$ cat src/adc_ctrl_consts.vh
// Summary of operation
// code bit3/bit4 choose differential, single, pseudo
// differential: bits2..1 pair, bit0 swaps polarity
// read low during write keeps old configuration
// write with read high loads code, starts
// read presents result and starts new conversion
// write accepted right after a read
// negative input sampled half period after positive
// comparator decision at end of period
// unsigned 8-bit code, 256 steps
// code taken from bus only while read high
// write fall clears done; rise latches, starts
// conversion within 40 us, then done low
// chip select and read low: clear done, drive
// result bus released unless select and read low
`ifndef ADC_CTRL_CONSTS_VH
`define ADC_CTRL_CONSTS_VH
`define CODE_W        5
`define DATA_W        8
`define BIT_MODE      3
`define BIT_PSEUDO    4
`define CONV_TIME_NS  40000
`define CLK_PERIOD_NS 20
`define STEP_CYCLES   ((`CONV_TIME_NS / `CLK_PERIOD_NS) / `DATA_W)
`define STEP_W        8
// half step and last count of a 250-cycle step, sized to the step counter
`define STEP_HALF     8'h7d
`define STEP_LAST     8'hf9
`define BIT_CNT_W     3
`define CODE_RESET    5'h00
`define SEL_NONE      4'hf
`endif

$ cat src/adc_conv_ctrl.v
`include "adc_ctrl_consts.vh"
// strobe decoding, successive approximation sequencing and result latch
module adc_conv_ctrl
(
   input  wire       i_clk,
   input  wire       i_rst,
   input  wire       i_cs_n,
   input  wire       i_wr_n,
   input  wire       i_rd_n,
   input  wire [4:0] i_mux_code,
   input  wire       i_cmp_pos_gt,
   output reg  [7:0] o_result_bus,
   output reg        o_result_bus_oe,
   output reg        o_done_flag_n,
   output reg  [3:0] o_pos_sel,
   output reg  [3:0] o_neg_sel,
   output reg        o_sample_pos,
   output reg        o_sample_neg,
   output reg        o_cmp_strobe,
   output reg  [7:0] o_trial_code,
   output reg        o_busy
);
   localparam [2:0] ST_IDLE = 3'h1;
   localparam [2:0] ST_POS  = 3'h2;
   localparam [2:0] ST_NEG  = 3'h4;
   localparam [`STEP_W-1:0] HALF = `STEP_HALF;
   localparam [`STEP_W-1:0] LAST = `STEP_LAST;

   reg [2:0]           state_q;
   reg [`STEP_W-1:0]   cnt_q;
   reg [`BIT_CNT_W-1:0] bit_q;
   reg [7:0]           mask_q;
   reg [4:0]           code_q;
   reg                 wr_q;
   reg                 rd_act_q;
   reg                 rd_in_wr_q;
   wire [3:0]          pos_d;
   wire [3:0]          neg_d;

   wire sel     = ~i_cs_n;
   wire wr_fall = sel & ~i_wr_n & wr_q;
   wire wr_rise = ~wr_q & i_wr_n & ~i_cs_n;
   wire rd_act  = sel & ~i_rd_n;
   wire rd_end  = rd_act_q & ~rd_act;
   wire start   = wr_rise | rd_end;
   wire load    = wr_rise & i_rd_n & ~rd_in_wr_q;
   // new code seen by the decoder on the loading edge itself
   wire [4:0] code_d = load ? i_mux_code : code_q;
   // trial word after this step's comparator decision
   wire [7:0] kept = i_cmp_pos_gt ? o_trial_code : (o_trial_code & ~mask_q);

   adc_mux_decode u_dec
   (
      .i_code    (code_d),
      .o_pos_sel (pos_d),
      .o_neg_sel (neg_d)
   );

   // strobe tracking and configuration latch
   always @(posedge i_clk)
   begin
      if (i_rst)
      begin
         wr_q       <= 1'b1;
         rd_act_q   <= 1'b0;
         rd_in_wr_q <= 1'b0;
         code_q     <= `CODE_RESET;
      end
      else
      begin
         wr_q     <= i_wr_n;
         rd_act_q <= rd_act;
         if (wr_fall)
            rd_in_wr_q <= ~i_rd_n;
         else if (sel & ~i_wr_n & i_rd_n)
            rd_in_wr_q <= 1'b0;
         if (load)
            code_q <= i_mux_code;
      end
   end

   // done flag and result bus drive
   always @(posedge i_clk)
   begin
      if (i_rst)
      begin
         o_done_flag_n   <= 1'b1;
         o_result_bus_oe <= 1'b0;
         o_result_bus    <= 8'h00;
      end
      else
      begin
         if (wr_fall | rd_act)
            o_done_flag_n <= 1'b1;
         else if (state_q == ST_NEG && cnt_q == LAST && bit_q == 3'h0)
            o_done_flag_n <= 1'b0;
         o_result_bus_oe <= rd_act;
         if (state_q == ST_NEG && cnt_q == LAST && bit_q == 3'h0)
            o_result_bus <= kept;
      end
   end

   // successive approximation: one bit per step, msb first
   always @(posedge i_clk)
   begin
      if (i_rst)
      begin
         state_q      <= ST_IDLE;
         cnt_q        <= 8'h00;
         bit_q        <= 3'h7;
         mask_q       <= 8'h00;
         o_trial_code <= 8'h00;
         o_pos_sel    <= 4'h0;
         o_neg_sel    <= 4'h0;
         o_sample_pos <= 1'b0;
         o_sample_neg <= 1'b0;
         o_cmp_strobe <= 1'b0;
         o_busy       <= 1'b0;
      end
      else
      begin
         o_sample_pos <= 1'b0;
         o_sample_neg <= 1'b0;
         o_cmp_strobe <= 1'b0;
         if (start)
         begin
            // restart also covers a write right after a read
            state_q      <= ST_POS;
            cnt_q        <= 8'h00;
            bit_q        <= 3'h7;
            mask_q       <= 8'h80;
            o_trial_code <= 8'h80;
            o_pos_sel    <= pos_d;
            o_neg_sel    <= neg_d;
            o_sample_pos <= 1'b1;
            o_busy       <= 1'b1;
         end
         else
         begin
            o_pos_sel <= pos_d;
            o_neg_sel <= neg_d;
            case (state_q)
               ST_IDLE:
                  cnt_q <= 8'h00;
               ST_POS:
               begin
                  cnt_q <= cnt_q + 8'h01;
                  if (cnt_q == HALF - 8'h01)
                  begin
                     o_sample_neg <= 1'b1;
                     state_q      <= ST_NEG;
                  end
               end
               ST_NEG:
               begin
                  if (cnt_q == LAST)
                  begin
                     o_cmp_strobe <= 1'b1;
                     cnt_q        <= 8'h00;
                     if (bit_q == 3'h0)
                     begin
                        state_q <= ST_IDLE;
                        o_busy  <= 1'b0;
                     end
                     else
                     begin
                        bit_q        <= bit_q - 3'h1;
                        // trial word drives the comparator reference
                        mask_q       <= mask_q >> 1;
                        o_trial_code <= kept | (mask_q >> 1);
                        o_sample_pos <= 1'b1;
                        state_q      <= ST_POS;
                     end
                  end
                  else
                     cnt_q <= cnt_q + 8'h01;
               end
               default:
                  state_q <= ST_IDLE;
            endcase
         end
      end
   end
endmodule

$ cat src/adc_mux_decode.v
`include "adc_ctrl_consts.vh"
// maps the five-bit code to positive / negative channel selections
// channel 0..7 are inputs 1..8, SEL_NONE on negative means analog ground
module adc_mux_decode
(
   input  wire [4:0] i_code,
   output reg  [3:0] o_pos_sel,
   output reg  [3:0] o_neg_sel
);
   // mode decode from bits 3 and 4
   always @*
   begin
      if (!i_code[`BIT_MODE])
      begin
         // pair from bits 2..1, bit 4 ignored
         o_pos_sel = {1'b0, i_code[2:1], i_code[0]};
         o_neg_sel = {1'b0, i_code[2:1], ~i_code[0]};
      end
      else if (!i_code[`BIT_PSEUDO])
      begin
         o_pos_sel = {1'b0, i_code[2:0]};
         o_neg_sel = `SEL_NONE;
      end
      else
      begin
         o_pos_sel = {1'b0, i_code[2:0]};
         o_neg_sel = 4'h7;
      end
   end
endmodule

$ cat config.mk
export PLATFORM = sky130hd
export DESIGN_NAME = adc_conv_ctrl
export DESIGN_NICKNAME = d
export VERILOG_FILES = /design/src/adc_conv_ctrl.v /design/src/adc_mux_decode.v
export VERILOG_INCLUDE_DIRS = /design/src
export SDC_FILE = /design/constraint.sdc
export NUM_CORES = 1
export LEC_CHECK = 0
export BUFFER_PORTS_ARGS = -buffer_cell sky130_fd_sc_hd__buf_2
export CORE_UTILIZATION = 35
export CTS_CLUSTER_DIAMETER = 50
export DETAILED_ROUTE_END_ITERATION = 12
export GPL_ROUTABILITY_DRIVEN = 0
export GPL_TIMING_DRIVEN = 0
export PLACE_DENSITY = 0.66
export RECOVER_POWER = 50
export SYNTH_ARGS = -nofsm -noshare
export SYNTH_HDL_FRONTEND = slang
export SYNTH_SLANG_ARGS = --single-unit
$ cat constraint.sdc
create_clock -name i_clk -period 1.85 [get_ports i_clk]
set_input_delay 0.0925 -clock i_clk [delete_from_list [all_inputs] [get_ports i_clk]]
set_output_delay 0.0925 -clock i_clk [all_outputs]
set_load 0.01 [all_outputs]
==> flow_metrics.env, run 1 <==
export IMPL_synth_nets=266
export IMPL_design_portCount=41
export IMPL_cp_launch_type="flop"
export IMPL_floorplan_core_area_um2=6030
export IMPL_finish_cell_count_without_fillers=379
export IMPL_cp_arrival_ns=1.96
export IMPL_wirelength_um=4760
export IMPL_max_freq_mhz=583
export IMPL_avgViaCountPerCell=4.96
export IMPL_placement_stage_cell_area_um2=2510
export IMPL_syn_area_per_cell_um2=8.90
export IMPL_total_leakage_power_nw=0.992
export IMPL_combPwrFrac_pct=4.7
export IMPL_final_hold_viol_count=0
export IMPL_synth_sequential_area_ratio_pct=49.5
export IMPL_placement_io_buffers=38
export IMPL_die_width_um=81.7
export IMPL_outcome="completed"
export IMPL_die_y_um=81.7
export IMPL_min_period_over_period_pct=92.7
export IMPL_cts_sinks=55
export IMPL_finalSetupTns_ns=0
export IMPL_grt_pass1_vias=1696
export IMPL_setup_violations_final=0
export IMPL_grt_max_degree=19
export IMPL_clk_latency_ns=0.32
export IMPL_stdcell_area_um2=2650
export IMPL_actual_transition_at_the_worst_max_transition_pin_ns=0.602
export IMPL_grt_overflow_total=0
export IMPL_combinational_family_with_the_most_area_after_synthesis="simple AND/OR/NAND/NOR gates"
export IMPL_worst_ir_drop_vdd_mv=0.574
export IMPL_crit_fanout=8
export IMPL_post_synth_mux_area_share_pct=2.31
export IMPL_post_route_drc_count=0
export IMPL_timing_slew_headroom_pct=59.8
export IMPL_final_cell_mix="55 x dfxtp_1, 34 x clkbuf_1, 32 x a21oi_1, 29 x nand2_1, 19 x o21ai_0"
export IMPL_net_switching_power_mw=0.485
export IMPL_ys_seq_elements=55
export IMPL_post_dp_hpwl_um=3300
export IMPL_grt_antenna_before_repair=0
export IMPL_clock_root_buffer="clkbuf_8"
export IMPL_initial_core_util_pct=36.9
export IMPL_grt_total_usage_pct=15.1
export IMPL_detail_route_wl_per_cell_um=12.6
export IMPL_insertedDiodeCount=0
export IMPL_power_sequential_fraction_pct=56.7
export IMPL_die_area_um2=6680
export IMPL_vias=1881
export IMPL_cts_tree="built"
export IMPL_drt_first_pass_iters=4
export IMPL_area_fraction_in_compound_gates_after_synthesis_pct=16.0
export IMPL_cellInternalPower_mw=1.65
export IMPL_pwr_density_cell_nw_per_um2=804
export IMPL_slew_viol_final=0
export IMPL_synthXorXnorAreaFrac_pct=2.36
export IMPL_first_iter_violations=63
export IMPL_layout_nets=319
export IMPL_cts_htree_levels=2
export IMPL_post_synth_fa_ha_maj_area_fraction_pct=2.81
export IMPL_worst_clk_skew_ns=0.0128
export IMPL_timing_worst_setup_path_type="reg -> reg"
export IMPL_layout_area_overhead_vs_synth_pct=19.1
export IMPL_post_synth_and_or_nand_nor_area_fraction_pct=23.1
export IMPL_fraction_of_layout_instances_using_a_drive_strength_above_1_pct=11.8
export IMPL_cts_made_buffers=5
export IMPL_dpl_cell_count=363
export IMPL_number_of_placement_rows=28
export IMPL_clock_power_share_pct=38.5
export IMPL_clock_path_buffers=2
export IMPL_synthesis_area_um2=2220
export IMPL_max_cap_viol_count=0
export IMPL_clkTransAtPathRegs_ns=0.10
export IMPL_yosys_warnings=0
export IMPL_layout_cells_most_common="dfxtp_1"
export IMPL_synth_cell_type_count=42
export IMPL_final_min_clock_period_ns=1.71
export IMPL_synthCells=250
export IMPL_timing_critical_path_to_type="flop"
export IMPL_cp_data_required_time_ns=2.09
export IMPL_residual_antenna_violating_net_count_after_detailed_routing=0
export IMPL_power_switching_fraction_pct=22.8
export IMPL_min_delay_path_class="in -> reg"
export IMPL_global_route_wire_length_before_repair_um=7640
metrics by stage:
step                      utilization, %  hold slack, ns  setup slack, ns  power, mW
final                               44.0          0.0139            0.136       2.13
after global routing                44.0          0.0181          -0.0259       2.20
after CTS                           44.0        0.000428           0.0274       2.15
after detailed placement            41.6           0.322          -0.0287       1.34
after global placement              41.6           0.324          -0.0200       1.34
after floorplan                        -           0.169            0.347       1.30
routing by layer:
layer  vias up  routed length [µm]  GRT usage, %
li1        976                   -             -
met2        42                2210          24.5
met1       855                2240          18.7
met3         8                 197          3.44
met4         0                 105          7.37
met5         -                   0             0
synthesized netlist by cell type:
| cell | n | area [µm²] |
|---|---|---|
| mux2_2 | 1 | 11.3 |
| o21ai_0 | 20 | 100 |
| conb_1 | 1 | 3.75 |
| o2111ai_1 | 2 | 17.5 |
| clkbuf_1 | 5 | 18.8 |
| or3b_2 | 1 | 8.76 |
| buf_2 | 1 | 5.00 |
| nand2b_1 | 12 | 75.1 |
| xnor2_1 | 2 | 17.5 |
| inv_1 | 6 | 22.5 |
| o31ai_1 | 1 | 7.51 |
| and3b_1 | 1 | 8.76 |
| and4_1 | 1 | 8.76 |
| a211oi_1 | 2 | 15.0 |
| nor4_1 | 1 | 6.26 |
| xor2_1 | 4 | 35.0 |
| and2_1 | 4 | 25.0 |
| nor4_2 | 1 | 12.5 |
| ha_1 | 5 | 62.6 |
| a211o_1 | 1 | 8.76 |
| or3_1 | 4 | 25.0 |
| nor4_4 | 1 | 21.3 |
| or3b_1 | 1 | 8.76 |
| nand3b_1 | 1 | 7.51 |
| a31oi_1 | 2 | 12.5 |
| nand4_1 | 3 | 18.8 |
| nor2_1 | 14 | 52.6 |
| nor2b_1 | 5 | 31.3 |
| a21boi_0 | 1 | 7.51 |
| nor3_1 | 3 | 15.0 |
| dfxtp_1 | 55 | 1100 |
| and3_1 | 2 | 12.5 |
| mux2i_1 | 4 | 40.0 |
| or2_2 | 1 | 6.26 |
| o211ai_1 | 2 | 15.0 |
| buf_4 | 5 | 37.5 |
| nand2_1 | 29 | 109 |
| o21ai_1 | 1 | 5.00 |
| nand3_1 | 9 | 45.0 |
| o21bai_1 | 1 | 7.51 |
| a21oi_1 | 32 | 160 |
| nor3b_1 | 2 | 15.0 |
kinds of logic (layout without fill, tap and decap cells):
family / after synthesis / count (layout)
simple gates: 96 / 96
compound gates: 65 / 65
flops: 55 / 55
buf+inv: 17 / 71
xor+xnor: 6 / 6
fa+ha+maj: 5 / 5
mux: 5 / 5
other cells: 1 / 1
worst max-delay path: stages, from the launching register on:
cell and delay [ns]:
dfxtp_1 0.47, or3b_1 0.47, nor4_4 0.30, buf_4 0.19, nand3_1 0.09, a21oi_1 0.13
sequential cells by signal (all words and copies together), names as in the netlist, 3 cells and up:
name,cells
cnt_q,8
mask_q,8
o_result_bus,8
o_trial_code,8
code_q,5
o_neg_sel,4
bit_q,3
state_q,3
final timing paths:
| kind | endpoint | from | depth (start not counted) | slack [ns] |
|---|---|---|---|---|
| worst max-delay path | o_result_bus[0]$_SDFFE_PP0P_ | state_q[2]$_SDFFE_PP0P_ | 5 | 0.14 |
| worst min-delay path | o_result_bus_oe$_SDFF_PP0_ | i_cs_n | 2 | 0.01 |
| worst max register to register | o_result_bus[0]$_SDFFE_PP0P_ | state_q[2]$_SDFFE_PP0P_ | 5 | 0.14 |
| worst min register to register | o_result_bus[2]$_SDFFE_PP0P_ | o_result_bus[2]$_SDFFE_PP0P_ | 2 | 0.46 |
layout make-up:
cell class                 instances  area [µm²]
fill                             633        3380
sequential                        55        1100
multi-input combinational        178        1040
timing repair buffer              46         210
tap                               75        93.8
clock buffer                       5        68.8
buffer                            11        62.6
clock inverter                     3        46.3
inverter                           6        22.5
repair_timing:
action | 4_1_cts | 5_1_grt
hold endpoints to repair | 1 | 0
hold buffers | 1 | 0
setup buffers | 2 | 5
gates resized for setup | 1 | 2
setup endpoints to repair | 10 | 24
pin swaps | 1 | 2
gates cloned | 0 | 0
power by group through the flow:
stage | sequential (mW) | clock, mW | combinational, mW
finish | 1.21 | 0.822 | 0.101
global route | 1.21 | 0.874 | 0.113
CTS | 1.21 | 0.839 | 0.103
detailed placement | 1.24 | 0 | 0.101
global placement | 1.24 | 0 | 0.0997
floorplan | 1.24 | 0 | 0.0591
(Power assumes the default switching activity.)
==> run 2, diff against run 1 <==
GPL_TIMING_DRIVEN = default   (was 0)
==> run 2 against run 1 <==
Effect of this change:
- routed wire length shrank 3.5%
- hold slack worse by 0.0083 ns
- first-iteration DRC count rose by 49%
- power shrank 7.6%
- largest power group unchanged
- register-to-register slack improved by 0.06 ns
- sequential cell count unchanged
- die area is the same
- global-route usage fell by 0.72 points
- fmax is 3.6% higher
- highest routed layer unchanged
==> flow_metrics.env, run 2 (same netlist as run 1, synthesis figures left out) <==
export IMPL_grt_total_usage_pct=14.4
export IMPL_avgViaCountPerCell=4.92
export IMPL_number_of_placement_rows=28
export IMPL_timing_critical_path_to_type="flop"
export IMPL_worst_clk_skew_ns=0.00702
export IMPL_grt_antenna_before_repair=0
export IMPL_nFillCells=641
export IMPL_timing_slew_headroom_pct=30.1
export IMPL_design_portCount=41
export IMPL_post_route_drc_count=0
export IMPL_max_cap_viol_count=0
export IMPL_min_delay_path_depth=2
export IMPL_die_y_um=81.7
export IMPL_hold_path_end="o_result_bus_oe$_SDFF_PP0_"
export IMPL_vias=1819
export IMPL_first_iter_violations=94
export IMPL_grt_overflow_total=0
export IMPL_cp_arrival_ns=1.81
export IMPL_max_freq_mhz=604
export IMPL_cts_tree="built"
export IMPL_clock_path_buffers=2
export IMPL_rrSetupSlack_ns=0.19
export IMPL_initial_core_util_pct=36.9
export IMPL_final_cell_mix="55 x dfxtp_1, 32 x a21oi_1, 31 x clkbuf_1, 29 x nand2_1, 20 x o21ai_0"
export IMPL_slew_viol_final=0
export IMPL_cp_data_required_time_ns=2.01
export IMPL_cts_htree_levels=2
export IMPL_global_route_wire_length_before_repair_um=7310
export IMPL_total_leakage_power_nw=0.948
export IMPL_worstReg2RegEnd="o_result_bus[1]$_SDFFE_PP0P_"
export IMPL_layout_nets=310
export IMPL_final_hold_viol_count=0
export IMPL_die_area_um2=6680
export IMPL_grt_pass1_vias=1643
export IMPL_grt_setup_unrepaired="no"
export IMPL_outcome="completed"
export IMPL_insertedDiodeCount=0
export IMPL_clkTransAtPathRegs_ns=0.10
export IMPL_min_period_over_period_pct=89.5
export IMPL_crit_path_max_incr_delay_ns=0.46
export IMPL_final_min_clock_period_ns=1.66
export IMPL_power_mw=1.97
export IMPL_cts_sinks=55
export IMPL_cts_hold_buffers=0
export IMPL_actual_transition_at_the_worst_max_transition_pin_ns=1.05
export IMPL_post_cts_resized_instances=0
export IMPL_worst_ir_drop_vdd_mv=0.477
export IMPL_drt_first_pass_iters=4
export IMPL_fraction_of_layout_instances_using_a_drive_strength_above_1_pct=10.2
export IMPL_detail_route_wl_per_cell_um=12.4
export IMPL_dpl_cell_count=362
export IMPL_min_delay_path_class="in -> reg"
export IMPL_floorplan_core_area_um2=6030
export IMPL_clock_root_buffer="clkbuf_8"
export IMPL_min_delay_start="i_rd_n"
export IMPL_residual_antenna_violating_net_count_after_detailed_routing=0
export IMPL_wirelength_um=4590
export IMPL_layout_cells_most_common="dfxtp_1"
export IMPL_pwr_density_cell_nw_per_um2=769
export IMPL_r2r_cells=5
export IMPL_post_dp_hpwl_um=3310
export IMPL_fin_hold_ws_ns=0.00562
export IMPL_layout_area_overhead_vs_synth_pct=15.1
export IMPL_placement_io_buffers=39
export IMPL_finish_cell_count_without_fillers=370
export IMPL_cts_made_buffers=5
export IMPL_setup_violations_final=0
export IMPL_crit_fanout=8
export IMPL_timing_worst_setup_path_type="reg -> reg"
export IMPL_grt_max_degree=25
export IMPL_finalSetupTns_ns=0
export IMPL_cpMaxStageDelayCell="dfxtp_1"
export IMPL_cp_cell_sequence="nor3b_1 -> nand4_1 -> buf_4 -> nand2_1 -> a21oi_1"
export IMPL_cts_post_setup_buffers_inserted=0
export IMPL_cp_launch_type="flop"
export IMPL_clk_latency_ns=0.31
export IMPL_regToRegStartpoint="state_q[2]$_SDFFE_PP0P_"
export IMPL_die_width_um=81.7
-- run 2: cell count changes in the layout (fill, tap and decap cells not counted), sizes merged --
cell,previous run,this run
clkbuf,41,37
bufinv,1,0
buf,20,16
dlygate4sd3,1,0
clkinv,0,2
clkinvlp,1,0
-- run 2: stage by stage --
step / util (%) / setup slack [ns] / instance area, µm²
floorplan: - / 0.347 / 2220
global placement: 41.8 / 0.249 / 2520
detailed placement: 41.8 / 0.229 / 2520
CTS: 43.3 / 0.219 / 2610
global route: 42.5 / 0.0403 / 2560
finish: 42.5 / 0.195 / 2560
-- run 2: cell type report --
class                           instances  area [µm²]  area share [%]
Sequential cell                        55        1100            43.0
Timing Repair Buffer                   48         216            8.45
Clock buffer                            5        68.8            2.69
Multi-Input combinational cell        178        1040            40.6
Inverter                                6        22.5           0.879
Clock inverter                          3        18.8           0.733
Tap cell                               75        93.8            3.66
-- run 2: layer usage --
layer | track usage [%] | share of wire [%] | vias up
li1 | - | - | 948
met1 | 16.8 | 45 | 828
met2 | 24.6 | 48 | 35
met3 | 3.00 | 5.1 | 8
met4 | 7.37 | 1.7 | 0
met5 | 0 | 0 | -
-- run 2: how the worst max path moves through the flow --
stage / startpoint / slack [ns] / endpoint
5_1_grt: state_q[2]$_SDFFE_PP0P_ / 0.04 / o_result_bus[1]$_SDFFE_PP0P_
3_5_place_dp: state_q[2]$_SDFFE_PP0P_ / 0.23 / bit_q[2]$_SDFFE_PP1P_
2_1_floorplan: cnt_q[1]$_SDFFE_PP0P_ / 0.35 / mask_q[0]$_SDFFE_PP0P_
3_3_place_gp: state_q[2]$_SDFFE_PP0P_ / 0.25 / bit_q[2]$_SDFFE_PP1P_
4_1_cts: state_q[2]$_SDFFE_PP0P_ / 0.22 / o_result_bus[1]$_SDFFE_PP0P_
6_report: state_q[2]$_SDFFE_PP0P_ / 0.19 / o_result_bus[1]$_SDFFE_PP0P_
-- run 2: worst max-delay path: cells and delay by family (launching register included) --
family / cells / cell delay [ns]
simple gates: 3 / 0.72
compound gates: 1 / 0.05
buf+inv: 1 / 0.27
flops: 1 / 0.46
-- run 2: where the power goes --
group          switching [mW]  internal [mW]
clock network           0.396          0.268
registers              0.0112           1.20
logic                  0.0597         0.0359
==> run 3, diff against run 2 <==
ABC_AREA = 1   (was default)
==> run 3 against run 2 <==
Effect of this change:
- die area rose by 14%
- sequential power barely moved
- largest power group unchanged
- area after synthesis rose by 14%
- sequential share of layout area fell by 4.6 points
- setup slack got worse by 0.0070 ns
- largest cell class is now multi-input combinational cells
- clock-buffer cell count rose by 1
- non-clock buffer count fell by 6
- sequential cell count did not move
- synthesized cell count rose by 37%
- fmax fell by 0.42%
==> flow_metrics.env, run 3 <==
export IMPL_residual_antenna_violating_net_count_after_detailed_routing=0
export IMPL_yosys_warnings=0
export IMPL_asyncSetResetFlopFracSynth_pct=0
export IMPL_combPwrFrac_pct=10.7
export IMPL_hold_path_end="wr_q$_SDFF_PP1_"
export IMPL_synth_edf_count=0
export IMPL_synth_nets=359
export IMPL_cpMaxStageDelayCell="dfxtp_1"
export IMPL_die_y_um=87.3
export IMPL_pwr_density_cell_nw_per_um2=800
export IMPL_synth_cell_count_leaders="81 x nand2_1, 55 x dfxtp_1, 42 x inv_1"
export IMPL_area_fraction_in_compound_gates_after_synthesis_pct=7.81
export IMPL_power_switching_fraction_pct=25.7
export IMPL_synthXorXnorAreaFrac_pct=0.344
export IMPL_stdcell_area_um2=2870
export IMPL_grt_setup_unrepaired="no"
export IMPL_grt_antenna_before_repair=0
export IMPL_synth_sequential_area_ratio_pct=43.2
export IMPL_combinational_family_with_the_most_area_after_synthesis="simple AND/OR/NAND/NOR gates"
export IMPL_grt_pass1_vias=1986
export IMPL_initial_core_util_pct=36.9
export IMPL_timing_slew_headroom_pct=65.1
export IMPL_max_freq_mhz=602
export IMPL_cp_cell_sequence="inv_1 -> ha_1 -> inv_1 -> nor2_8 -> nor2_8 -> nand2_4 -> a21oi_1 -> o21ai_0"
export IMPL_ys_seq_elements=55
export IMPL_post_cts_resized_instances=0
export IMPL_synthCells=343
export IMPL_post_synth_mux_area_share_pct=0
export IMPL_synthesis_area_um2=2550
export IMPL_fin_hold_ws_ns=0.00993
export IMPL_cp_data_required_time_ns=2.06
export IMPL_number_of_placement_rows=30
export IMPL_detail_route_wl_per_cell_um=10.7
export IMPL_synth_top_flop_cell="dfxtp_1"
export IMPL_final_hold_viol_count=0
export IMPL_setup_violations_final=0
export IMPL_post_dp_hpwl_um=3760
export IMPL_die_area_um2=7620
export IMPL_slew_viol_final=0
export IMPL_rrSetupSlack_ns=0.19
export IMPL_grt_total_usage_pct=14.1
export IMPL_grt_use_met1_pct=17.4
export IMPL_nFillCells=757
export IMPL_post_route_drc_count=0
export IMPL_clock_path_buffers=2
export IMPL_post_synth_fa_ha_maj_area_fraction_pct=2.46
export IMPL_layout_cells_most_common="nand2_1"
export IMPL_first_iter_violations=119
export IMPL_r2r_cells=8
export IMPL_cellInternalPower_mw=1.70
export IMPL_cp_launch_type="flop"
export IMPL_final_min_clock_period_ns=1.66
export IMPL_min_delay_path_depth=3
export IMPL_busiest_layer="met2"
export IMPL_synth_top_cell_area_share_pct=43.2
export IMPL_multiInputGateArea_um2=1170
export IMPL_wirelength_um=5130
export IMPL_finalSetupTns_ns=0
export IMPL_min_delay_start="i_wr_n"
export IMPL_cp_arrival_ns=1.87
export IMPL_seq_area_um2=1100
export IMPL_post_synth_and_or_nand_nor_area_fraction_pct=35.1
export IMPL_clk_latency_ns=0.31
export IMPL_timing_critical_path_to_type="flop"
export IMPL_cts_sinks=55
export IMPL_grt_max_degree=19
export IMPL_outcome="completed"
export IMPL_clkTransAtPathRegs_ns=0.10
export IMPL_net_switching_power_mw=0.590
export IMPL_synth_cell_type_count=33
export IMPL_synthDominantAreaCellType="dfxtp_1"
export IMPL_cts_htree_levels=2
export IMPL_met3_usage_pct=2.94
export IMPL_worst_ir_drop_vdd_mv=0.334
export IMPL_regToRegStartpoint="bit_q[0]$_SDFFE_PP1P_"
export IMPL_actual_transition_at_the_worst_max_transition_pin_ns=0.523
export IMPL_timing_worst_setup_path_type="reg -> reg"
export IMPL_cts_made_buffers=5
export IMPL_layout_area_overhead_vs_synth_pct=12.5
export IMPL_placement_stage_cell_area_um2=2790
export IMPL_die_width_um=87.3
export IMPL_power_sequential_fraction_pct=53.9
export IMPL_crit_path_max_incr_delay_ns=0.36
export IMPL_cts_tree="built"
export IMPL_yosysMostFrequentCell="nand2_1"
export IMPL_worst_clk_skew_ns=0.0163
export IMPL_drt_first_pass_iters=4
export IMPL_synthTopCellsByArea="dfxtp_1 43%, nand2_1 12%, nand3_1 7.5%, inv_1 6.2%, nor2_1 5.0%"
export IMPL_vias=2157
export IMPL_design_portCount=41
export IMPL_syn_area_per_cell_um2=7.42
export IMPL_max_cap_viol_count=0
export IMPL_avgViaCountPerCell=4.51
export IMPL_worstReg2RegEnd="bit_q[1]$_SDFFE_PP1P_"
export IMPL_placement_io_buffers=39
export IMPL_crit_fanout=18
export IMPL_fraction_of_layout_instances_using_a_drive_strength_above_1_pct=11.3
export IMPL_insertedDiodeCount=0
export IMPL_total_leakage_power_nw=1.30
export IMPL_global_route_wire_length_before_repair_um=8450
export IMPL_final_cell_mix="82 x nand2_1, 55 x dfxtp_1, 43 x inv_1, 38 x nand3_1, 34 x nor2_1"
export IMPL_min_delay_path_class="in -> reg"
export IMPL_layout_nets=397
export IMPL_clock_root_buffer="clkbuf_8"
export IMPL_grt_overflow_total=0
export IMPL_min_period_over_period_pct=89.9
export IMPL_clock_power_share_pct=35.4
export IMPL_floorplan_core_area_um2=6910
export IMPL_gr_usage_met2_pct=23.4
[run 3: cell count changes in the layout (fill, tap and decap cells not counted), sizes merged, moves of 9 or more]
cell	change
a21oi	-9
inv	+40
nor2	+28
nand2	+56
nand3	+35
nand2b	-12
o21ai	-11
[run 3: area by class of cell]
| cell class | count | share of cell area (%) |
|---|---|---|
| sequential | 55 | 38.4 |
| clock inverter | 2 | 1.35 |
| clock buffer | 6 | 2.53 |
| tap | 96 | 4.19 |
| multi-input combinational | 229 | 40.7 |
| inverter | 48 | 6.51 |
| timing repair buffer | 42 | 6.29 |
[run 3: logic make-up (layout without fill, tap and decap cells)]
| logic type | count (synthesis) | count (layout) |
|---|---|---|
| adder cells (fa/ha/maj) | 5 | 5 |
| AO/OA/AOI/OAI | 37 | 37 |
| buffers and inverters | 59 | 98 |
| AND/OR/NAND/NOR | 185 | 185 |
| flip-flops | 55 | 55 |
| XOR/XNOR | 1 | 1 |
| other | 1 | 1 |
[run 3: timing repair]
action	in CTS	in global routing
buffers inserted	0	0
hold endpoints to repair	1	0
hold buffers	1	0
[run 3: routing by layer]
layer  vias up  part of all wire, %
li1       1157                    -
met1       954                   49
met2        40                   47
met3         6                  2.7
met4         0                  1.8
met5         -                    0
[run 3: how the worst max path moves through the flow]
stage | start | endpoint | slack [ns] | depth (start not counted)
after detailed placement | bit_q[0]$_SDFFE_PP1P_ | bit_q[1]$_SDFFE_PP1P_ | 0.21 | 8
after global placement | bit_q[0]$_SDFFE_PP1P_ | bit_q[1]$_SDFFE_PP1P_ | 0.30 | 8
after global routing | bit_q[0]$_SDFFE_PP1P_ | bit_q[1]$_SDFFE_PP1P_ | 0.07 | 8
after CTS | bit_q[0]$_SDFFE_PP1P_ | bit_q[1]$_SDFFE_PP1P_ | 0.19 | 8
final | bit_q[0]$_SDFFE_PP1P_ | bit_q[1]$_SDFFE_PP1P_ | 0.19 | 8
after floorplan | bit_q[0]$_SDFFE_PP1P_ | bit_q[2]$_SDFFE_PP1P_ | 0.44 | 9
[run 3: power by group through the flow]
stage	sequential [mW]	clock [mW]	combinational [mW]
floorplan	1.26	0	0.192
global placement	1.26	0	0.241
detailed placement	1.26	0	0.244
CTS	1.24	0.833	0.247
global route	1.24	0.885	0.282
finish	1.24	0.810	0.245
[run 3: critical path: cells and delay by family (launching register included)]
kind	cells	cell delay (ns)
AO/OA/AOI/OAI	2	0.25
adder cells (fa/ha/maj)	1	0.20
buffers and inverters	2	0.22
flip-flops	1	0.36
AND/OR/NAND/NOR	3	0.54
[run 3: through the flow]
step                      power (mW)  setup slack [ns]  utilization, %  std cells
after floorplan                 1.46             0.444               -        343
after global placement          1.50             0.301            40.3        469
after CTS                       2.32             0.194            42.1        478
after detailed placement        1.51             0.207            40.3        469
after global routing            2.41            0.0685            41.5        478
final                           2.29             0.188            41.5        478
